[config.mk]
export PLATFORM = sky130hd
export DESIGN_NAME = mtor_bank
export DESIGN_NICKNAME = d
export VERILOG_FILES = /design/src/hdl/mtor_pkg.sv /design/src/hdl/mtor_bank.sv
export SDC_FILE = /design/constraint.sdc
export NUM_CORES = 1
export LEC_CHECK = 0
export ABC_AREA = 1
export BUFFER_PORTS_ARGS = -buffer_cell sky130_fd_sc_hd__buf_2
export CORE_ASPECT_RATIO = 1.25
export CORE_MARGIN = 2
export CORE_UTILIZATION = 50
export DETAILED_ROUTE_END_ITERATION = 6
export GPL_TIMING_DRIVEN = 0
export PLACE_DENSITY = 0.71
export SLEW_MARGIN = 5
export SYNTH_ARGS = -nofsm -noshare
export SYNTH_HDL_FRONTEND = slang
export SYNTH_SLANG_ARGS = --single-unit
[constraint.sdc]
create_clock -name ref_clk -period 7.7 [get_ports ref_clk]
set_input_delay 0.385 -clock ref_clk [delete_from_list [all_inputs] [get_ports ref_clk]]
set_output_delay 0.385 -clock ref_clk [all_outputs]
set_load 0.01 [all_outputs]
[src/hdl/mtor_pkg.sv]
// Package with the constants, types and register numbers of the modem timing option bank.
package mtor_pkg;

  // ----------------------------------------------------------------
  // Register numbers (setting register index on the command port)
  // ----------------------------------------------------------------
  localparam logic [7:0] REG_HANGUP_DELAY = 8'h0a;
  localparam logic [7:0] REG_TONE_LENGTH = 8'h0b;
  localparam logic [7:0] REG_GUARD_TIME = 8'h0c;
  localparam logic [7:0] REG_RESERVED_A = 8'h0d;
  localparam logic [7:0] REG_GEN_OPTIONS = 8'h0e;
  localparam logic [7:0] REG_CARRIER_OFF = 8'h0f;
  localparam logic [7:0] REG_DROP_TIME = 8'h10;
  localparam logic [7:0] REG_HS_TIMEOUT = 8'h11;
  localparam logic [7:0] REG_TEST_TIMER = 8'h12;

  // ----------------------------------------------------------------
  // Reset values
  // ----------------------------------------------------------------
  localparam logic [7:0] RST_HANGUP_DELAY = 8'h07;
  localparam logic [7:0] RST_TONE_LENGTH = 8'h0a;
  localparam logic [7:0] RST_GUARD_TIME = 8'h14;
  localparam logic [7:0] RST_GEN_OPTIONS = 8'h92;
  localparam logic [7:0] RST_CARRIER_OFF = 8'h08;
  localparam logic [7:0] RST_DROP_TIME = 8'h06;
  localparam logic [7:0] RST_HS_TIMEOUT = 8'h1e;
  localparam logic [7:0] RST_TEST_TIMER = 8'h00;
  localparam logic [7:0] RST_ESCAPE_CHAR = 8'h2b;

  // ----------------------------------------------------------------
  // Limits of the tone length register
  // ----------------------------------------------------------------
  localparam logic [7:0] TONE_LEN_MIN = 8'h05;
  localparam logic [7:0] TONE_LEN_MAX = 8'h19;

  // ----------------------------------------------------------------
  // Time base: all timers count 10 ms ticks
  // ----------------------------------------------------------------
  localparam int CLK_PERIOD_PS = 4000;
  localparam int BASE_UNIT_MS = 10;
  localparam int TICK_CYCLES = (BASE_UNIT_MS * 1000000 / CLK_PERIOD_PS) * 1000;
  localparam int UNIT_10MS_MS = 10;
  localparam int UNIT_50MS_MS = 50;
  localparam int UNIT_100MS_MS = 100;
  localparam int UNIT_1S_MS = 1000;
  localparam logic [7:0] MUL_10MS = 8'(UNIT_10MS_MS / BASE_UNIT_MS);
  localparam logic [7:0] MUL_50MS = 8'(UNIT_50MS_MS / BASE_UNIT_MS);
  localparam logic [7:0] MUL_100MS = 8'(UNIT_100MS_MS / BASE_UNIT_MS);
  localparam logic [7:0] MUL_1S = 8'(UNIT_1S_MS / BASE_UNIT_MS);

  // ----------------------------------------------------------------
  // Types
  // ----------------------------------------------------------------
  typedef struct packed {
    logic originate;
    logic escape_pin_en;
    logic fast_connect_en;
    logic hex_format;
    logic word_results;
    logic results_off;
    logic echo_en;
    logic turnaround_en;
  } mtor_opts_t;

  typedef struct packed {
    logic echo_on_command;
    logic echo_off_command;
    logic results_on_command;
    logic results_off_command;
    logic numeric_results_command;
    logic word_results_command;
    logic answer_command;
    logic dial_command;
    logic test_stop_command;
  } mtor_cmd_t;

  typedef enum logic [3:0] {
    DT_IDLE = 4'b0001,
    DT_SYNC = 4'b0010,
    DT_TONE = 4'b0100,
    DT_GAP = 4'b1000
  } mtor_dt_state_t;

endpackage

[src/hdl/mtor_bank.sv]
// Modem timing and option setting registers with the timers that they steer.
//
// Notes on behaviour
// - After carrier loss wait hang-up delay times 100 ms, then hang up.
// - A tone burst lasts tone length times 10 ms; only 5 to 25 accepted.
// - The gap between tones equals the tone length.
// - Escape needs guard times 50 ms of silence before and after it.
// - Option bit 0 enables half-duplex line turnaround.
// - Option bit 1 enables echo of command characters.
// - Option bit 2 set suppresses result codes.
// - Option bit 3 selects word (1) or numeric (0) result codes.
// - Option bit 4 selects hexadecimal (1) or decimal (0) value output.
// - Option bit 5 enables the fast connect procedure.
// - Option bit 6 enables the hardware escape pin.
// - Option bit 7 is originate (1) or answer (0), set by last command.
// - Ending remote loopback turns carrier off for carrier-off times 10 ms.
// - Local loopback drops after carrier absent longer than drop time times 10 ms.
// - Answer handshake aborts after handshake timeout seconds.
// - A diagnostic test stops after test timer seconds, back to command mode.
// - A test timer of zero disables the test timeout.
// - The test-stop command ends a test and returns to data mode.
// - The escape sequence is three escape characters, default code 43.
module mtor_bank import mtor_pkg::*; #(
  parameter int TICK_LEN = TICK_CYCLES
) (
  input wire logic ref_clk, // 250 MHz clock
  input wire logic rstn, // Asynchronous reset, active low
  input wire logic cfg_wr, // Register write strobe
  input wire logic cfg_rd, // Register read strobe
  input wire logic [7:0] cfg_addr, // Setting register number
  input wire logic [7:0] cfg_wdata, // Write data
  output logic [7:0] cfg_rdata_r, // Read data, held until next read
  output logic cfg_ack_r, // Access done pulse
  output logic cfg_err_r, // Access refused pulse
  input wire mtor_cmd_t cmd, // Decoded command pulses
  input wire logic [7:0] escape_char, // Programmed escape character
  output mtor_opts_t opts_r, // General options register
  input wire logic carrier_det, // Received carrier pin, async
  input wire logic escape_pin, // Hardware escape pin, async, active high
  input wire logic online, // Call in progress
  output logic hangup_r, // Go on-hook pulse
  input wire logic dial_valid, // Tone digit request
  input wire logic [3:0] dial_digit, // Digit to send
  output logic dial_ready_r, // Tone dialler ready for a digit
  output logic tone_on_r, // Tone burst active
  output logic [3:0] tone_digit_r, // Digit being sent
  input wire logic data_mode, // Data transfer mode
  input wire logic host_char_valid, // Character from host
  input wire logic [7:0] host_char, // Character value
  output logic escape_r, // Escape to command mode pulse
  input wire logic remote_loop_end, // End remote loopback request pulse
  output logic carrier_off_r, // Transmit carrier suppressed
  input wire logic local_loop_req, // Remote modem asks for local loopback pulse
  output logic local_loop_r, // Local loopback active
  input wire logic hs_active, // Answer handshake in progress
  output logic hs_abort_r, // Handshake abort pulse
  input wire logic test_start, // Start diagnostic test pulse
  output logic test_run_r, // Diagnostic test running
  output logic test_timeout_r, // Test timed out, to command mode pulse
  output logic test_to_data_r // Test stopped, to data mode pulse
);

  // ----------------------------------------------------------------
  // Helpers
  // ----------------------------------------------------------------
  function automatic logic [15:0] mtor_scale(input logic [7:0] v, input logic [7:0] m);
    mtor_scale = {8'h00, v} * {8'h00, m};
  endfunction

  function automatic logic [15:0] mtor_inc(input logic [15:0] v);
    mtor_inc = (v == 16'hffff) ? v : v + 16'h0001;
  endfunction

  // ----------------------------------------------------------------
  // Pin synchronisers and time base
  // ----------------------------------------------------------------
  logic [1:0] carrier_sync_r;
  logic [1:0] escpin_sync_r;
  logic escpin_d_r;
  logic [31:0] tick_cnt_r;
  logic tick_r;

  always_ff @(posedge ref_clk or negedge rstn) begin
    if (!rstn) begin
      carrier_sync_r <= 2'b00;
      escpin_sync_r <= 2'b00;
      escpin_d_r <= 1'b0;
    end else begin
      carrier_sync_r <= {carrier_sync_r[0], carrier_det};
      escpin_sync_r <= {escpin_sync_r[0], escape_pin};
      escpin_d_r <= escpin_sync_r[1];
    end
  end

  wire carrier_s = carrier_sync_r[1];
  wire escpin_rise = escpin_sync_r[1] & ~escpin_d_r;
  wire tick_wrap = (tick_cnt_r == 32'(TICK_LEN - 1));

  // One enable pulse every 10 ms; every longer unit is a multiple of it.
  always_ff @(posedge ref_clk or negedge rstn) begin
    if (!rstn) begin
      tick_cnt_r <= 32'h0;
      tick_r <= 1'b0;
    end else begin
      tick_cnt_r <= tick_wrap ? 32'h0 : tick_cnt_r + 32'h1;
      tick_r <= tick_wrap;
    end
  end

  // ----------------------------------------------------------------
  // Setting registers
  // ----------------------------------------------------------------
  logic [7:0] hang_dly_r, tone_len_r, guard_r, coff_r, drop_r, hs_to_r, test_tmr_r;

  wire wr_tone_ok = (cfg_wdata >= TONE_LEN_MIN) && (cfg_wdata <= TONE_LEN_MAX);
  wire addr_hit = (cfg_addr >= REG_HANGUP_DELAY) && (cfg_addr <= REG_TEST_TIMER);
  wire wr_bad = cfg_wr && (!addr_hit || cfg_addr == REG_RESERVED_A ||
                           (cfg_addr == REG_TONE_LENGTH && !wr_tone_ok));
  wire wr_go = cfg_wr && !wr_bad;
  wire [7:0] rd_mux =
    (cfg_addr == REG_HANGUP_DELAY) ? hang_dly_r :
    (cfg_addr == REG_TONE_LENGTH) ? tone_len_r :
    (cfg_addr == REG_GUARD_TIME) ? guard_r :
    (cfg_addr == REG_GEN_OPTIONS) ? opts_r :
    (cfg_addr == REG_CARRIER_OFF) ? coff_r :
    (cfg_addr == REG_DROP_TIME) ? drop_r :
    (cfg_addr == REG_HS_TIMEOUT) ? hs_to_r :
    (cfg_addr == REG_TEST_TIMER) ? test_tmr_r : 8'h00;

  always_ff @(posedge ref_clk or negedge rstn) begin
    if (!rstn) begin
      hang_dly_r <= RST_HANGUP_DELAY;
      tone_len_r <= RST_TONE_LENGTH;
      guard_r <= RST_GUARD_TIME;
      coff_r <= RST_CARRIER_OFF;
      drop_r <= RST_DROP_TIME;
      hs_to_r <= RST_HS_TIMEOUT;
      test_tmr_r <= RST_TEST_TIMER;
    end else if (wr_go) begin
      if (cfg_addr == REG_HANGUP_DELAY) hang_dly_r <= cfg_wdata;
      if (cfg_addr == REG_TONE_LENGTH) tone_len_r <= cfg_wdata;
      if (cfg_addr == REG_GUARD_TIME) guard_r <= cfg_wdata;
      if (cfg_addr == REG_CARRIER_OFF) coff_r <= cfg_wdata;
      if (cfg_addr == REG_DROP_TIME) drop_r <= cfg_wdata;
      if (cfg_addr == REG_HS_TIMEOUT) hs_to_r <= cfg_wdata;
      if (cfg_addr == REG_TEST_TIMER) test_tmr_r <= cfg_wdata;
    end
  end

  // Command pulses land after a host write so the last command always shows.
  always_ff @(posedge ref_clk or negedge rstn) begin
    if (!rstn) begin
      opts_r <= mtor_opts_t'(RST_GEN_OPTIONS);
    end else begin
      if (wr_go && cfg_addr == REG_GEN_OPTIONS) opts_r <= mtor_opts_t'(cfg_wdata);
      if (cmd.echo_on_command) opts_r.echo_en <= 1'b1;
      if (cmd.echo_off_command) opts_r.echo_en <= 1'b0;
      if (cmd.results_on_command) opts_r.results_off <= 1'b0;
      if (cmd.results_off_command) opts_r.results_off <= 1'b1;
      if (cmd.numeric_results_command) opts_r.word_results <= 1'b0;
      if (cmd.word_results_command) opts_r.word_results <= 1'b1;
      if (cmd.answer_command) opts_r.originate <= 1'b0;
      if (cmd.dial_command) opts_r.originate <= 1'b1;
    end
  end

  always_ff @(posedge ref_clk or negedge rstn) begin
    if (!rstn) begin
      cfg_rdata_r <= 8'h00;
      cfg_ack_r <= 1'b0;
      cfg_err_r <= 1'b0;
    end else begin
      cfg_ack_r <= cfg_wr | cfg_rd;
      cfg_err_r <= wr_bad | (cfg_rd & ~addr_hit);
      if (cfg_rd) cfg_rdata_r <= rd_mux;
    end
  end

  // ----------------------------------------------------------------
  // Lost carrier hang-up
  // ----------------------------------------------------------------
  logic [15:0] hang_cnt_r;
  logic hang_done_r;
  wire hang_cnting = online && !carrier_s && !hang_done_r;
  wire hang_fire = hang_cnting && (hang_cnt_r > mtor_scale(hang_dly_r, MUL_100MS));

  // A count above the delay means strictly more than the delay has passed.
  always_ff @(posedge ref_clk or negedge rstn) begin
    if (!rstn) begin
      hang_cnt_r <= 16'h0;
      hang_done_r <= 1'b0;
      hangup_r <= 1'b0;
    end else begin
      hangup_r <= hang_fire;
      if (!online || carrier_s) begin
        hang_cnt_r <= 16'h0;
        hang_done_r <= 1'b0;
      end else begin
        if (tick_r) hang_cnt_r <= mtor_inc(hang_cnt_r);
        if (hang_fire) hang_done_r <= 1'b1;
      end
    end
  end

  // ----------------------------------------------------------------
  // Tone dialler
  // ----------------------------------------------------------------
  mtor_dt_state_t dt_state_r, dt_state_nxt;
  logic [15:0] dt_cnt_r;
  wire dt_last = tick_r && (dt_cnt_r + 16'h1 == {8'h00, tone_len_r});

  always_comb begin
    dt_state_nxt = dt_state_r;
    case (dt_state_r)
      DT_IDLE: if (dial_valid && dial_ready_r) dt_state_nxt = DT_SYNC;
      DT_SYNC: if (tick_r) dt_state_nxt = DT_TONE;
      DT_TONE: if (dt_last) dt_state_nxt = DT_GAP;
      DT_GAP: if (dt_last) dt_state_nxt = DT_IDLE;
      default: dt_state_nxt = DT_IDLE;
    endcase
  end

  // Bursts start on a tick edge so each lasts a whole number of 10 ms units.
  always_ff @(posedge ref_clk or negedge rstn) begin
    if (!rstn) begin
      dt_state_r <= DT_IDLE;
      dt_cnt_r <= 16'h0;
      dial_ready_r <= 1'b0;
      tone_on_r <= 1'b0;
      tone_digit_r <= 4'h0;
    end else begin
      dt_state_r <= dt_state_nxt;
      dial_ready_r <= (dt_state_nxt == DT_IDLE);
      tone_on_r <= (dt_state_nxt == DT_TONE);
      if (dt_state_r == DT_IDLE && dial_valid && dial_ready_r) tone_digit_r <= dial_digit;
      if (dt_state_nxt != dt_state_r) dt_cnt_r <= 16'h0;
      else if (tick_r) dt_cnt_r <= dt_cnt_r + 16'h1;
    end
  end

  // ----------------------------------------------------------------
  // Escape detection
  // ----------------------------------------------------------------
  logic [15:0] quiet_cnt_r;
  logic [1:0] plus_cnt_r;
  wire [15:0] guard_ticks = mtor_scale(guard_r, MUL_50MS);
  wire quiet_ok = (quiet_cnt_r >= guard_ticks);
  wire is_esc = host_char_valid && (host_char == escape_char);
  wire seq_done = data_mode && (plus_cnt_r == 2'd3) && quiet_ok && !host_char_valid;
  wire pin_esc = opts_r.escape_pin_en && escpin_rise;

  always_ff @(posedge ref_clk or negedge rstn) begin
    if (!rstn) begin
      quiet_cnt_r <= 16'h0;
      plus_cnt_r <= 2'd0;
      escape_r <= 1'b0;
    end else begin
      escape_r <= seq_done | (pin_esc & data_mode);
      if (host_char_valid) quiet_cnt_r <= 16'h0;
      else if (tick_r) quiet_cnt_r <= mtor_inc(quiet_cnt_r);
      if (!data_mode || seq_done) plus_cnt_r <= 2'd0;
      else if (host_char_valid) begin
        if (is_esc && plus_cnt_r == 2'd0 && quiet_ok) plus_cnt_r <= 2'd1;
        else if (is_esc && (plus_cnt_r == 2'd1 || plus_cnt_r == 2'd2)) plus_cnt_r <= plus_cnt_r + 2'd1;
        else plus_cnt_r <= 2'd0;
      end
    end
  end

  // ----------------------------------------------------------------
  // Remote loopback carrier off and local loopback drop
  // ----------------------------------------------------------------
  logic [15:0] coff_cnt_r, drop_cnt_r;
  wire coff_end = carrier_off_r && (coff_cnt_r > mtor_scale(coff_r, MUL_10MS));
  wire drop_end = local_loop_r && !carrier_s && (drop_cnt_r > mtor_scale(drop_r, MUL_10MS));

  always_ff @(posedge ref_clk or negedge rstn) begin
    if (!rstn) begin
      carrier_off_r <= 1'b0;
      coff_cnt_r <= 16'h0;
      local_loop_r <= 1'b0;
      drop_cnt_r <= 16'h0;
    end else begin
      if (remote_loop_end) begin
        carrier_off_r <= 1'b1;
        coff_cnt_r <= 16'h0;
      end else if (coff_end) begin
        carrier_off_r <= 1'b0;
      end else if (carrier_off_r && tick_r) begin
        coff_cnt_r <= mtor_inc(coff_cnt_r);
      end
      if (local_loop_req) local_loop_r <= 1'b1;
      else if (drop_end) local_loop_r <= 1'b0;
      if (carrier_s || !local_loop_r) drop_cnt_r <= 16'h0;
      else if (tick_r) drop_cnt_r <= mtor_inc(drop_cnt_r);
    end
  end

  // ----------------------------------------------------------------
  // Handshake timeout and diagnostic test timer
  // ----------------------------------------------------------------
  logic [15:0] hs_cnt_r, test_cnt_r;
  logic hs_done_r;
  wire hs_fire = hs_active && !hs_done_r && (hs_cnt_r > mtor_scale(hs_to_r, MUL_1S));
  wire test_stop = test_run_r && cmd.test_stop_command;
  wire test_expire = test_run_r && (test_tmr_r != 8'h00) &&
                     (test_cnt_r > mtor_scale(test_tmr_r, MUL_1S));

  always_ff @(posedge ref_clk or negedge rstn) begin
    if (!rstn) begin
      hs_cnt_r <= 16'h0;
      hs_done_r <= 1'b0;
      hs_abort_r <= 1'b0;
    end else begin
      hs_abort_r <= hs_fire;
      if (!hs_active) begin
        hs_cnt_r <= 16'h0;
        hs_done_r <= 1'b0;
      end else begin
        if (tick_r) hs_cnt_r <= mtor_inc(hs_cnt_r);
        if (hs_fire) hs_done_r <= 1'b1;
      end
    end
  end

  // The stop command wins over a timeout that falls due in the same cycle.
  always_ff @(posedge ref_clk or negedge rstn) begin
    if (!rstn) begin
      test_run_r <= 1'b0;
      test_cnt_r <= 16'h0;
      test_timeout_r <= 1'b0;
      test_to_data_r <= 1'b0;
    end else begin
      test_to_data_r <= test_stop;
      test_timeout_r <= test_expire && !test_stop;
      if (test_stop || test_expire) test_run_r <= 1'b0;
      else if (test_start) begin
        test_run_r <= 1'b1;
        test_cnt_r <= 16'h0;
      end else if (test_run_r && tick_r) test_cnt_r <= mtor_inc(test_cnt_r);
    end
  end
endmodule

==> out/metrics.cfg, run 1 <==
[routing]
dr_total_vias = 14470
routedWlPerCell_um = 15.13
viasPerCell = 5.442
dr.pass1.iters = 5
drt_iter0_markers = 917
ant_nets = 0
wirelength_um = 40240
remaining_drc_errors = 0

[logic_synthesis]
postSynthRegisterBits = 246
syn_avg_cell_area_um2 = 7.829
ys_types = 54
syn-cell-area_um2 = 16380
synthFlopType = dfrtp_1
synth_sequential_area_ratio_pct = 37.72
ys_async_sr_fraction_pct = 100.0
synth_edf_count = 0
yosysWarnings = 0
syn_nets = 2320
syn_inst = 2092

[power_and_ir_drop]
p_sw_share_pct = 25.84
ir_worst_vdd_mv = 0.1610
intPower_mw = 2.231
p_leak_nw = 8.973
p_per_area_nw_per_um2 = 163.5
comb_power_share_pct = 10.3
p_seq_share_pct = 45.0
p_switching_mw = 0.7774
power_mw = 3.009
power_frac_clock_pct = 44.7

[critical_path]
slowest_delay_ps = 490
crit_chain = inv_1 > ha_1 > ha_1 > fa_1 > ha_1 > a21oi_1 > nand2_1 > a21oi_1 > o21bai_1 > nand2_1 > nand2_1 > a21oi_1 > xor2_1 > ha_1 > nand4_1 > nor3_1 > nand2_1 > o2111ai_1 > nand2_1 > nand3_1 > clkbuf_1 > nand2_1 > o21ai_0
startpoint_type = register
crit_family = adder cells
cp_data_required_time_ps = 8170
r2r_cells = 23
arrival_ps = 5290
crit_end = test_cnt_r[11]
reg2reg_slack_ps = 2880
path_buf_inv = 2
cp_num_cells = 23
crit_start = test_tmr_r[3]
timing.rr.start = test_tmr_r[3]
crit_fanout = 10
reg2reg_to = test_cnt_r[11]
endpoint_kind = register
cpMostUsedCell = nand2_1
crit_slowest_cell = dfrtp_1
worst-setup-path-type = register to register

[global_routing]
grt_pass1_wl_um = 68130
grtUsageTotal_pct = 23.83
grt-ovfl-total = 0
first_global_vias = 14420
grt_antenna_before_repair = 0
grt_max_degree = 117

[sta]
setup_tns_ps = 0
drv_slew = 0
fin_crit_ps = 4824
rsz0062_at_grt = no
hold_viol_final = 0
worstMarginPinSlew_ps = 1146
relSlewSlack_pct = 22.99
setup_viol = 0
fin_skew_ps = 22.33
period_share_pct = 62.65
fmax_mhz = 207.3

[cells_and_area]
syn_to_final_growth_pct = 12.38
final_cell_mix = nand2_1, inv_1, dfrtp_1
drive_gt1_share_pct = 9.594
finish.utilization_pct = 56.63
finalInstanceArea_um2 = 18410
layout.nets = 2446
layout_commonest_cell = nand2_1
num_antenna_cells = 0

[floorplanning]
core_um2 = 32500
die_area_um2 = 34230
rows = 74
die_h_um = 206.4
start_util_pct = 50.40
pin_count = 91
die_w_um = 165.9

[clock_network]
clk_latency_ps = 570
clock-sinks = 246
cts_buffers = 29
path_clk_slew_ps = 60
htree_levels = 1
cts.path.max_buffers = 3
cts_root_buf = clkbuf_16
cts-resized-gates = 0
cts_tree = done

[placement]
dpl_cell_area_um2 = 17390
gp_congestion = 0.9167
hpwl_um = 30950
numPortBuffers = 85

[flow_run]
maxCapViolations = 0

[min_path]
min_path_type = input port to register

[status]
outcome = finished, final reports clean

## power by group through the flow
stage / sequential (mW) / combinational (mW) / clock, mW
6_report: 1.35 / 0.309 / 1.35
5_1_grt: 1.36 / 0.350 / 1.43
4_1_cts: 1.35 / 0.313 / 1.38
3_3_place_gp: 1.38 / 0.295 / 0
3_5_place_dp: 1.38 / 0.309 / 0
2_1_floorplan: 1.38 / 0.177 / 0
## cells in the mapped netlist (all sizes together) (7+ instances only)
| library cell | n | share of area [%] |
|---|---|---|
| a21oi | 89 | 2.7 |
| nand4 | 55 | 2.1 |
| nor2 | 189 | 4.9 |
| or2 | 13 | 0.50 |
| fa | 8 | 0.98 |
| xnor2 | 23 | 1.2 |
| nand3b | 7 | 0.32 |
| o21a | 19 | 0.87 |
| clkbuf | 15 | 0.35 |
| nor3 | 64 | 2.0 |
| dfstp | 18 | 2.9 |
| buf | 17 | 0.60 |
| xor2 | 59 | 3.2 |
| inv | 299 | 6.9 |
| o21ai | 147 | 4.5 |
| nand2 | 456 | 11 |
| dfrtp | 228 | 35 |
| o31ai | 13 | 0.60 |
| nand3 | 131 | 4.0 |
| nor4 | 29 | 1.1 |
| ha | 161 | 12 |
| nor3b | 8 | 0.37 |
## per-stage QoR
step,hold WS [ps],std cells,setup WS [ps]
after CTS,22.77,2659,2884
after floorplan,89.41,2092,3614
after global routing,32.83,2659,2379
after global placement,335.0,2595,1793
after detailed placement,317.9,2597,2935
final,44.00,2659,2876
## flip-flops by register name, indices dropped and copies added, names as in the netlist, 16 cells and up
| signal | count |
|---|---|
| drop_cnt_r | 16 |
| hang_cnt_r | 16 |
| hs_cnt_r | 16 |
| quiet_cnt_r | 16 |
| dt_cnt_r | 16 |
| tick_cnt_r | 32 |
| test_cnt_r | 16 |
| coff_cnt_r | 16 |
## kinds of logic (layout without fill, tap and decap cells)
group | Yosys count | count (layout) | share of synthesized area [%]
xor gates and xnor gates | 82 | 82 | 4.385
AOI/OAI and AO/OA | 305 | 305 | 10.47
adders and majority gates | 169 | 169 | 13.28
buffers and inverters | 333 | 482 | 7.853
and+or+nand+nor | 953 | 953 | 26.01
DFF | 246 | 246 | 37.72
muxes | 4 | 4 | 0.2750
## metal layers
| metal | wire, um | vias up | GRT usage (%) |
|---|---|---|---|
| met5 | 0 | - | 0 |
| met4 | 1323 | 0 | 8.478 |
| met3 | 2111 | 85 | 3.179 |
| met2 | 19850 | 347 | 42.75 |
| met1 | 16960 | 6851 | 29.49 |
| li1 | - | 7186 | - |
## worst min-delay path by stage
stage,start,to,cells after the start
6_report,dial_digit[2],tone_digit_r[2],2
5_1_grt,dial_digit[0],tone_digit_r[0],2
4_1_cts,dial_digit[2],tone_digit_r[2],2
3_5_place_dp,rstn,tick_cnt_r[18],1
3_3_place_gp,escpin_sync_r[0],escpin_sync_r[1],0
2_1_floorplan,rstn,carrier_off_r,0
## cell type report
cell class / instances / area [um2]
fillers: 3002 / 14090
multi-input cells: 1513 / 8914
flip-flops and latches: 246 / 6178
inverters: 301 / 1130
clock buffers: 39 / 793.3
repair buffers: 95 / 570.5
well taps: 418 / 523.0
plain buffers: 32 / 156.4
clock inverters: 15 / 140.1
## repair_timing
item,in CTS,in global routing
setup buffers,0,0
hold buffers,8,0
endpoints found under the hold margin,56,0
Power figures use the tool's default switching activity.
==> run 2: changes to the inputs <==
ABC_AREA = 0   (was 1)
PLACE_DENSITY = 0.74   (was 0.71)
clock period = 4.09 ns   (was 7.7 ns; I/O delays follow)
==> out/metrics.cfg, run 2 <==
[status]
outcome = complete, but fails checks
violations = negative setup slack

[min_path]
min_path_type = input port to register
min_from = cfg_wdata[5]
holdPathStages = 3  ; +1
holdPathEnd = test_tmr_r[5]

[placement]
hpwl_um = 26230  ; -15%
gp_congestion = 0.8809  ; -3.9%
dpl_cell_area_um2 = 16650  ; -4.3%
dpl.cell_count = 2094  ; -19%
post-place-ws_ps = -559.4  ; -3494 ps
numPortBuffers = 82  ; -3.5%

[cells_and_area]
final_cell_mix = dfrtp_1, nor2_1, ha_1
fin_cells = 2201  ; -17%
num_antenna_cells = 0  ; unchanged
drive_gt1_share_pct = 18.34  ; +8.7 points
nFillCells = 2522  ; -16%
finalInstanceArea_um2 = 18520  ; +0.63%
layout_commonest_cell = dfrtp_1
largest_reg_flops = 32  ; unchanged
largest_register = tick_cnt_r
layout.nets = 2001  ; -18%
syn_to_final_growth_pct = 18.80
finish.utilization_pct = 60.11  ; +3.5 points

[sta]
relSlewSlack_pct = 24.43  ; +1.4 points
fmax_mhz = 223.6  ; +7.8%
fin_skew_ps = 23.04  ; +0.7148 ps
worstMarginPinSlew_ps = 1123  ; -22.48 ps
setup_viol = 18  ; +18
rsz0062_at_grt = yes
drv_slew = 0  ; unchanged
period_share_pct = 109.4  ; +47 points
worst_slack_ps = -382.8  ; -3259 ps
fin_crit_ps = 4473  ; -351.0 ps
hold_viol_final = 0  ; unchanged
holdWs_ps = 41.98  ; -2.026 ps
setup_tns_ps = -4241  ; -4241 ps

[routing]
routedWlPerCell_um = 16.97  ; +12%
dr_total_vias = 12650  ; -13%
remaining_drc_errors = 0  ; unchanged
wirelength_um = 37340  ; -7.2%
ant_nets = 0  ; unchanged
dr.pass1.iters = 5  ; unchanged
drt_iter0_markers = 797  ; -13%
viasPerCell = 5.749  ; +5.7%

[logic_synthesis]
syn_nets = 1831  ; -21%
ys_types = 73  ; +35%
synth_area_leader_cell = dfrtp_1
synth_edf_count = 0  ; unchanged
yosys-top-cells-count = dfrtp_1, ha_1, nor2_1, nand2_1, inv_1
synth_top_area_share_pct = 36.60  ; +1.8 points
yosysWarnings = 0  ; unchanged
syn-cell-area_um2 = 15590  ; -4.8%
synthTopCellsByArea = dfrtp_1, ha_1, mux2_2
ys_async_sr_fraction_pct = 100.0  ; unchanged
synth.most_common_cell = dfrtp_1
syn_inst = 1603  ; -23%
synthFlopType = dfrtp_1
synth_sequential_area_ratio_pct = 39.63  ; +1.9 points
syn_avg_cell_area_um2 = 9.725  ; +24%
postSynthRegisterBits = 246  ; unchanged

[global_routing]
grt_max_degree = 100  ; -15%
grtUsageTotal_pct = 22.66  ; -1.2 points
grt-ovfl-total = 0  ; unchanged
grt_antenna_before_repair = 3  ; +3
first_global_vias = 12630  ; -12%
grt_pass1_wl_um = 61310  ; -10%

[floorplanning]
die_w_um = 161.9  ; -2.4%
pin_count = 91  ; unchanged
die_area_um2 = 32620  ; -4.7%
core_um2 = 30810  ; -5.2%
die_h_um = 201.4  ; -2.4%
start_util_pct = 50.60  ; +0.20 points
rows = 72  ; -2.7%

[clock_network]
cts_root_buf = clkbuf_16
clock-sinks = 246  ; unchanged
path_clk_slew_ps = 60  ; about the same
htree_levels = 1  ; unchanged
cts_buffers = 27  ; -6.9%
clk_latency_ps = 550  ; -20 ps
cts_tree = done
cts.path.max_buffers = 3  ; unchanged

[critical_path]
cp_data_required_time_ps = 4570  ; -3600 ps
r2r_cells = 22  ; -4.3%
cpMostUsedCell = ha_1
crit_fanout = 7  ; -3
endpoint_kind = register
reg2reg_to = test_cnt_r[8]
arrival_ps = 4950  ; -340 ps
timing.rr.start = test_tmr_r[1]
startpoint_type = register
slowest_delay_ps = 410  ; -80 ps
reg2reg_slack_ps = -380  ; -3260 ps
path_buf_inv = 4  ; +2
crit_chain = inv_1 > ha_1 > ha_1 > ha_1 > fa_2 > a21oi_2 > nor2_1 > nor2_1 > o21bai_1 > a21oi_2 > o21ai_2 > xnor2_2 > ha_1 > nand4_1 > o2111ai_2 > a21o_4 > a211oi_4 > clkbuf_8 > clkbuf_16 > buf_4 > nand3b_1 > a21oi_2
crit_slowest_cell = dfrtp_1
crit_family = adder cells
worst-setup-path-type = register to register

[power_and_ir_drop]
comb_power_share_pct = 7.3  ; -3.0 points
p_seq_share_pct = 45.8  ; +0.8 points
p_leak_nw = 8.645  ; -3.7%
p_switching_mw = 1.269  ; +63%
power_mw = 5.419  ; +80%
p_sw_share_pct = 23.42  ; -2.4 points
intPower_mw = 4.150  ; +86%
p_per_area_nw_per_um2 = 292.6  ; +79%
power_frac_clock_pct = 46.9  ; +2.2 points
ir_worst_vdd_mv = 0.2829  ; +76%

[flow_run]
maxCapViolations = 0  ; unchanged

run 2: cell count changes in the layout (fill, tap and decap cells not counted), moves of 24 or more:
cell / before / now
nand3_1: 130 / 58
nor2_1: 173 / 149
nand2_1: 452 / 107
nor3_1: 62 / 29
and3_1: 0 / 27
buf_4: 4 / 28
xnor2_1: 23 / 71
inv_1: 297 / 91
a21oi_1: 88 / 64
nor2b_1: 0 / 30
o21ai_0: 139 / 47
mux2_2: 4 / 56
run 2: per-layer routing:
| metal | share of wire, % | GRT usage [%] | vias up |
|---|---|---|---|
| li1 | - | - | 6010 |
| met1 | 41 | 28.32 | 6220 |
| met2 | 50 | 39.54 | 336 |
| met3 | 5.7 | 3.814 | 82 |
| met4 | 3.3 | 7.743 | 6 |
| met5 | 0.11 | 0 | - |
run 2: worst max-delay path by stage:
stage | from | to | slack, ps | depth (start not counted)
after global placement | rstn | tone_digit_r[1] | -1630 | 1
after CTS | test_tmr_r[2] | test_cnt_r[9] | -260 | 21
after global routing | test_tmr_r[1] | test_cnt_r[8] | -550 | 22
after floorplan | test_tmr_r[4] | test_cnt_r[7] | -40 | 22
final | test_tmr_r[1] | test_cnt_r[8] | -380 | 22
after detailed placement | test_tmr_r[4] | test_cnt_r[9] | -560 | 21
run 2: power by group through the flow:
stage	clock network (mW)	logic (mW)	registers, mW
final	2.54	0.395	2.48
after global routing	2.70	0.433	2.48
after CTS	2.59	0.377	2.48
after detailed placement	0	0.308	2.53
after global placement	0	0.291	2.52
after floorplan	0	0.145	2.53
run 2: cell type report:
class | count | area [um2] | share of cell area [%]
timing repair buffer | 141 | 1005 | 5.425
clock inverter | 14 | 187.7 | 1.013
buffer | 45 | 237.7 | 1.284
multi-input combinational | 1215 | 9295 | 50.19
sequential | 246 | 6182 | 33.38
inverter | 97 | 364.1 | 1.966
tap | 407 | 509.2 | 2.750
clock buffer | 36 | 739.5 | 3.993
run 2: kinds of logic after synthesis:
logic type / Yosys count / share of synthesized area [%]
buffers and inverters: 142 / 3.523
adders and majority gates: 169 / 13.95
muxes: 74 / 5.233
AOI/OAI and AO/OA: 258 / 10.88
xor gates and xnor gates: 141 / 7.921
DFF: 246 / 39.63
and+or+nand+nor: 573 / 18.86
run 2: timing repair:
action                     CTS  global route
buffers inserted            29             9
gates resized for setup     58            28
hold buffers                20             0
hold endpoints to repair    71             0
pin swaps                   33            34
setup endpoints to repair   19            23
run 2: tightest hold or removal path, stage by stage:
cell     delay (ps)
buf_2           190
nand2_1          80
o21ai_0          70
